--- config.mk ---
export PLATFORM = sky130hd
export DESIGN_NAME = powerdown_entry_exit_control
export DESIGN_NICKNAME = d
export VERILOG_FILES = /design/src/verilog/pwr_seq_pkg.sv /design/src/verilog/powerdown_entry_exit_control.sv /design/src/verilog/pin_sync.sv
export VERILOG_INCLUDE_DIRS = /design/src /design/src/verilog
export SDC_FILE = /design/constraint.sdc
export NUM_CORES = 1
export LEC_CHECK = 0
export BUFFER_PORTS_ARGS = -buffer_cell sky130_fd_sc_hd__buf_2
export CELL_PAD_IN_SITES_DETAIL_PLACEMENT = 0
export CELL_PAD_IN_SITES_GLOBAL_PLACEMENT = 1
export CORE_ASPECT_RATIO = 1.1
export CORE_UTILIZATION = 35
export CTS_BUF_LIST = sky130_fd_sc_hd__clkbuf_16
export CTS_CLUSTER_DIAMETER = 120
export DETAILED_ROUTE_END_ITERATION = 6
export PLACE_DENSITY = 0.7
export SLEW_MARGIN = 20
export SYNTH_ARGS = -nofsm -noshare
export SYNTH_HDL_FRONTEND = slang
export SYNTH_SLANG_ARGS = --single-unit
--- constraint.sdc ---
create_clock -name i_clk -period 2.5 [get_ports i_clk]
set_input_delay 0.5 -clock i_clk [delete_from_list [all_inputs] [get_ports i_clk]]
set_output_delay 0.5 -clock i_clk [all_outputs]
set_load 0.1 [all_outputs]
--- src/verilog/pwr_seq_map.svh ---
// timing and reset constants of the power-down sequencer
`ifndef PWR_SEQ_MAP_SVH
`define PWR_SEQ_MAP_SVH
`define PWR_CLK_PERIOD_NS    8
`define PWR_DISCHARGE_NS     800
`define PWR_DISCHARGE_CYC    ((`PWR_DISCHARGE_NS + `PWR_CLK_PERIOD_NS - 1) / `PWR_CLK_PERIOD_NS)
`define PWR_REQ_RESET        1'b0
`define PWR_CLK_EN_RESET     1'b1
`define PWR_RESOUT_RESET     1'b1
`endif

--- src/verilog/pwr_seq_pkg.sv ---
// types of the power-down sequencer
package pwr_seq_pkg;
    typedef enum logic [2:0] {
        ST_RUN,
        ST_DOWN,
        ST_WAKE_NMI,
        ST_RESET
    } pwr_state_t;

    typedef struct packed {
        logic clk_en;
        logic powered_down;
        logic nmi_pending;
    } pwr_status_t;

    typedef struct packed {
        logic out;
        logic oe;
    } pin_drive_t;
endpackage

--- src/verilog/powerdown_entry_exit_control.sv ---
// power-down entry and exit sequencer with timing-pin wake delay
`timescale 1ns/1ns
`include "pwr_seq_map.svh"

// Notes on behaviour
// - power-down starts only when the request bit is one and a halt executes.
// - in power-down, only the interrupt or the reset input ends the mode.
// - interrupt wake keeps clocks off until the capacitor delay elapses.
// - reset wake skips the capacitor delay; reset alone restarts.
// - an interrupt assertion is latched so a short pulse is kept.
// - reset input low aborts bus cycles, initialises, and drives reset out.
module powerdown_entry_exit_control #(
    parameter int DISCHARGE_CYC = `PWR_DISCHARGE_CYC
) (
    input  wire logic                     i_clk,
    input  wire logic                     i_rst,
    input  wire logic                     i_resin_n,
    input  wire logic                     i_nmi,
    input  wire logic                     i_power_down_request_bit,
    input  wire logic                     i_halt_exec,
    input  wire logic                     i_nmi_taken,
    input  wire logic                     i_pdtmr_in,
    output logic                          o_pdtmr_out,
    output logic                          o_pdtmr_oe,
    output logic                          o_clk_en,
    output logic                          o_resout,
    output logic                          o_bus_abort,
    output pwr_seq_pkg::pwr_status_t      o_status
);
    import pwr_seq_pkg::*;

    // sequence overview
    //   run      : clocks on; a halt with the request bit set parks the core
    //   down     : clocks off, timing pin held low to empty the capacitor;
    //              the discharge counter must expire before an interrupt wake can start
    //   wake_nmi : pin released, the capacitor charges through the board;
    //              clocks return once the synchronised pin reads high
    //   reset    : entered from any state while the reset pin is low; clocks
    //              run at once so the reset path never waits on the capacitor
    // limitation: an interrupt that arrives during discharge is held in the
    // latch and starts the wake only when the counter has expired, so the
    // worst-case wake time is the discharge time plus the capacitor delay
    // trade-off: every pin passes two flops, which adds two cycles to each
    // reaction but keeps metastability away from the state register

    localparam int CW = $clog2(DISCHARGE_CYC + 1);

    ////////////////////////////////////////////////////////////////////////////
    // state decoding helpers

    // clocks run in normal operation and through reset
    function automatic logic clocks_on(input pwr_state_t s);
        clocks_on = (s == ST_RUN) || (s == ST_RESET);
    endfunction

    // parked covers the discharge phase and the interrupt wake delay
    function automatic logic parked(input pwr_state_t s);
        parked = (s == ST_DOWN) || (s == ST_WAKE_NMI);
    endfunction

    // the timing pin is pulled low only while waiting for a wake event
    function automatic logic discharging(input pwr_state_t s);
        discharging = (s == ST_DOWN);
    endfunction

    // a wake starts only from an empty capacitor, otherwise the delay shrinks
    function automatic logic wake_ready(input logic pending, input logic empty);
        wake_ready = pending && empty;
    endfunction

    ////////////////////////////////////////////////////////////////////////////
    // synchronised pins

    // synchronised pin levels, named for the logic that reads them
    logic       resin_n_s;
    logic       nmi_s;
    logic       pdtmr_s;
    logic [2:0] pins_s;

    // reset pin starts asserted so nothing runs before it is seen high
    pin_sync #(
        .WIDTH (3),
        .INIT  (3'h0)
    ) u_sync (
        .i_clk   (i_clk),
        .i_rst   (i_rst),
        .i_async ({i_resin_n, i_nmi, i_pdtmr_in}),
        .o_sync  (pins_s)
    );

    assign resin_n_s = pins_s[2];
    assign nmi_s     = pins_s[1];
    assign pdtmr_s   = pins_s[0];

    ////////////////////////////////////////////////////////////////////////////
    // state and registers

    // sequencer state, latch, discharge count and the next values of outputs
    pwr_state_t state_q;
    pwr_state_t state_d;
    logic       nmi_seen_q;
    logic       nmi_q;
    logic       clk_en_d;
    logic       pd_oe_d;
    logic       down_d;
    logic       pending_d;
    pwr_status_t status_d;
    logic [CW-1:0] dis_cnt_q;

    // events seen by the state machine
    wire reset_req  = ~resin_n_s;
    wire nmi_rise   = nmi_s & ~nmi_q;
    wire enter_down = i_power_down_request_bit & i_halt_exec;
    wire discharged = (dis_cnt_q == CW'(DISCHARGE_CYC));
    wire wake_nmi   = nmi_rise | nmi_seen_q;

    ////////////////////////////////////////////////////////////////////////////
    // state machine

    // next state: reset outranks everything, the pin threshold ends the wake
    always_comb begin
        state_d = state_q;
        case (state_q)
            ST_RUN: begin
                // either condition alone leaves the core running
                if (reset_req)       state_d = ST_RESET;
                else if (enter_down) state_d = ST_DOWN;
            end
            ST_DOWN: begin
                // only the interrupt or the reset pin may end the mode
                if (reset_req)       state_d = ST_RESET;
                else if (wake_ready(wake_nmi, discharged)) state_d = ST_WAKE_NMI;
            end
            ST_WAKE_NMI: begin
                // the pin threshold is the only way back to run from here
                if (reset_req)       state_d = ST_RESET;
                else if (pdtmr_s)    state_d = ST_RUN;
            end
            ST_RESET: begin
                // reset restarts directly, no capacitor delay
                if (!reset_req)      state_d = ST_RUN;
            end
            default: state_d = ST_RESET;
        endcase
    end

    // clocks run only in run and reset; timing pin driven low only while down
    assign clk_en_d  = clocks_on(state_d);
    assign pd_oe_d   = discharging(state_d);
    assign down_d    = parked(state_d);

    // status word gathered on named wires so the output flop stays simple
    assign pending_d = nmi_seen_q | nmi_rise;
    assign status_d  = '{clk_en: clk_en_d, powered_down: down_d, nmi_pending: pending_d};

    // state register; reset parks in the reset state until the pin reads high
    always_ff @(posedge i_clk) begin
        if (i_rst) begin
            state_q <= ST_RESET;
        end else begin
            state_q <= state_d;
        end
    end

    // previous interrupt level for the edge detector; resets low to match the
    // idle level of the pin so no false edge follows reset
    always_ff @(posedge i_clk) begin
        if (i_rst) begin
            nmi_q <= 1'b0;
        end else begin
            nmi_q <= nmi_s;
        end
    end

    ////////////////////////////////////////////////////////////////////////////
    // interrupt latch and discharge timer

    // the latch holds a short pulse; a new edge wins over the clear
    always_ff @(posedge i_clk) begin
        if (i_rst || reset_req) begin
            nmi_seen_q <= 1'b0;
        end else if (nmi_rise) begin
            nmi_seen_q <= 1'b1;
        end else if (i_nmi_taken) begin
            nmi_seen_q <= 1'b0;
        end
    end

    // discharge time so a partly charged cap cannot shorten the wake delay
    always_ff @(posedge i_clk) begin
        if (i_rst || state_q != ST_DOWN) begin
            dis_cnt_q <= '0;
        end else if (!discharged) begin
            dis_cnt_q <= dis_cnt_q + CW'(1);
        end
    end

    ////////////////////////////////////////////////////////////////////////////
    // registered outputs

    always_ff @(posedge i_clk) begin
        if (i_rst) begin
            o_clk_en    <= `PWR_CLK_EN_RESET;
            o_resout    <= `PWR_RESOUT_RESET;
            o_bus_abort <= 1'b1;
            o_pdtmr_out <= 1'b0;
            o_pdtmr_oe  <= 1'b0;
            o_status    <= '0;
        end else begin
            o_clk_en    <= clk_en_d;
            o_resout    <= reset_req;
            o_bus_abort <= reset_req;
            // the pin is only ever pulled low; release is by dropping the enable
            o_pdtmr_out <= 1'b0;
            o_pdtmr_oe  <= pd_oe_d;
            o_status    <= status_d;
        end
    end
endmodule

--- src/verilog/pin_sync.sv ---
// two-flop synchroniser for asynchronous pin inputs
`timescale 1ns/1ns
module pin_sync #(
    parameter int          WIDTH = 1,
    parameter logic [WIDTH-1:0] INIT = '0
) (
    input  wire logic             i_clk,
    input  wire logic             i_rst,
    input  wire logic [WIDTH-1:0] i_async,
    output logic      [WIDTH-1:0] o_sync
);
    logic [WIDTH-1:0] meta_q;

    // first stage is read only by the second
    always_ff @(posedge i_clk) begin
        if (i_rst) begin
            meta_q <= INIT;
            o_sync <= INIT;
        end else begin
            meta_q <= i_async;
            o_sync <= meta_q;
        end
    end
endmodule

==> impl_metrics.toml <==
[finish]
register_area_um2 = 480
nets = 113
areaGrowthSynthToFinish_pct = 21.9
diodes = 0
drive_gt1_share_pct = 25.5
multiInputGateArea_um2 = 385
nFillCells = 241

[die]
rows = 18
dieArea_um2 = 2770
start_util_pct = 38.3
die_w_um = 50.3
core-area_um2 = 2340
dieHeight_um = 55.1
ioPinCount = 16

[route]
vias = 648
drc = 0
postRouteAntennaNets = 0
drt-initial-drc-count = 6
dr.pass1.iters = 4
post_drt_wl_per_cell_um = 10.8
via_per_inst = 4.91
drt_wl_total_um = 1420

[global_routing]
grt_max_degree = 15
grt_pass1_wl_um = 2340
grt_pass1_vias = 575
antenna_found_initial = 0
globalRoute.totalOverflow = 0
track_usage_pct = 11.7

[critical_path]
crit_type = "reg2out"
rrSetupSlack_ns = 1.14
cp.arrival_ns = 0.99
cp_top_family = "buffers and inverters"
worstPathMaxFanout = 1
slowest_delay_ns = 0.42
required_ns = 2.00
crit_path_start_kind = "register"
cp.buffers_inverters = 1
worst_path_max_delay_cell = "buf_2"
startpoint = "o_clk_en"
r2r_start = "dis_cnt_q[0]"
path_cells = "buf_2"
endpoint_kind = "output pin"

[placement]
place_hpwl_um = 1100
port_buffers = 14
finalWeightedCongestion = 0.688

[yosys]
synth-seq-area-share_pct = 53.6
post_synth_fa_ha_maj_area_fraction_pct = 2.79
yosys_warnings = 0
avgSynthCellArea_um2 = 10.4
synthCells = 86
ys_types = 31
synth_top_family_by_area = "simple AND/OR/NAND/NOR gates"
synth-seq-cells = 24
synthTopCellsByArea = "dfxtp_1 (54%), nor2b_1 (5.6%), nor4b_2 (3.3%)"
synth_compound_area_share_pct = 10.5
synthXorXnorAreaFrac_pct = 2.93
synthesis.area_um2 = 897
muxShareOfSynthArea_pct = 0
yosys.area_share.simple_pct = 25.9
yosysTopAreaCell = "dfxtp_1"
synth_top_area_share_pct = 53.6

[clock_tree]
cts-resized-gates = 0
root_buffer = "clkbuf_16"
clkLatencyLatePin_ns = 0.25
cts_sinks = 24
clk_path_buf_depth = 2
cts_setup_buffers = 0
cts_inserted_buffers = 3
cts_tree = "done"
clk_pin_slew_ns = 0.06
cts-hold-fix-buffers = 0
cts-htree-levels = 1

[sta]
hold_viol_final = 0
fin_crit_sh_pct = 59.6
period_needed_ns = 1.49
hold_ws_ns = 0.443
clock_skew_ns = 0.00162
rsz0062_at_grt = "no"
tns_ns = 0
max_freq_mhz = 671
setup_viol = 0
drv_slew = 0

[pwr]
peakVddDrop_uv = 560
p_leak_nw = 0.441
power.density_nw_per_um2 = 807

[min_path]
min_path_type = "reg2reg"
worstHoldStart = "u_sync.meta_q[2]"

[run_status]
status = "complete, no violations"

[run]
max_cap_violations = 0
## per-stage QoR
step / power [mW] / utilization (%) / std cells / setup slack, ns / area, µm²
floorplan: 0.438 / - / 87 / 0.644 / 901
global placement: 0.446 / 42.2 / 128 / 1.02 / 988
detailed placement: 0.446 / 42.2 / 128 / 1.02 / 988
CTS: 0.892 / 46.7 / 132 / 1.00 / 1090
global route: 0.911 / 46.7 / 132 / 0.977 / 1090
finish: 0.883 / 46.7 / 132 / 1.01 / 1090
## logic make-up (layout without fill, tap and decap cells)
| logic type | Yosys count | count (layout) |
|---|---|---|
| AND/OR/NAND/NOR | 34 | 34 |
| XOR/XNOR | 3 | 3 |
| buffers and inverters | 7 | 22 |
| AO/OA/AOI/OAI | 15 | 15 |
| flip-flops | 24 | 24 |
| other | 1 | 2 |
| adder cells (fa/ha/maj) | 2 | 2 |
## layout by cell type (no fill, tap or decap), drive strengths merged, types with 3 or more instances in the layout
master  synthesis  routed
dfxtp          24      24
buf             3      14
nor2b           8       8
nand2           5       5
o21ai           5       5
inv             4       4
a21oi           4       4
nor2            4       4
xor2            3       3
clkbuf          0       3
and2            3       3
## cells in the mapped netlist
cell	instances
o31ai_1	1
nand2b_1	1
conb_1	1
nand4_1	2
xor2_1	3
or3b_1	1
a21oi_1	4
buf_4	2
and2_2	1
o211ai_1	1
nand2_1	5
dfxtp_1	24
ha_1	2
nor2_1	4
o21a_1	1
or4b_4	1
buf_2	1
a31oi_1	1
o2111a_1	1
or3_1	2
o2111ai_1	1
o21ai_1	3
nor4b_2	2
nand3_1	2
o21ai_0	2
and4bb_2	1
inv_1	4
nor3_2	2
and2_4	1
nor2b_1	8
and2_1	1
## area by class of cell
| type | instances | area share [%] |
|---|---|---|
| multi-input combinational | 56 | 35.2 |
| sequential | 24 | 43.9 |
| clock inverter | 1 | 2.75 |
| tap | 30 | 3.43 |
| clock buffer | 3 | 6.86 |
| inverter | 4 | 1.37 |
| timing repair buffer | 14 | 6.41 |
## metal layers
layer	global-route usage, %	wire length [µm]	vias to the layer above
met1	12.4	631	303
met2	21.6	719	14
met3	4.10	54	4
met4	4.29	18	0
met5	0	0	-
li1	-	-	327
## state kept, by name (all words and copies together), names as in the netlist, 3 cells and up
name	cells
u_sync.o_sync	3
state_q	3
o_status	3
dis_cnt_q	7
u_sync.meta_q	3
## report_power, final
group	total, mW	internal (mW)	switching (mW)
Combinational	0.0427	0.0105	0.0322
Clock	0.446	0.318	0.128
Sequential	0.395	0.391	0.00380
Total	0.883	0.719	0.164
## final timing paths
path | end | cells after the start
max | o_clk_en | 1
min | u_sync.o_sync[2] | 1
max reg2reg | o_pdtmr_oe | 5
min reg2reg | u_sync.o_sync[2] | 1
Note: power is estimated with default switching activity, not from simulation.
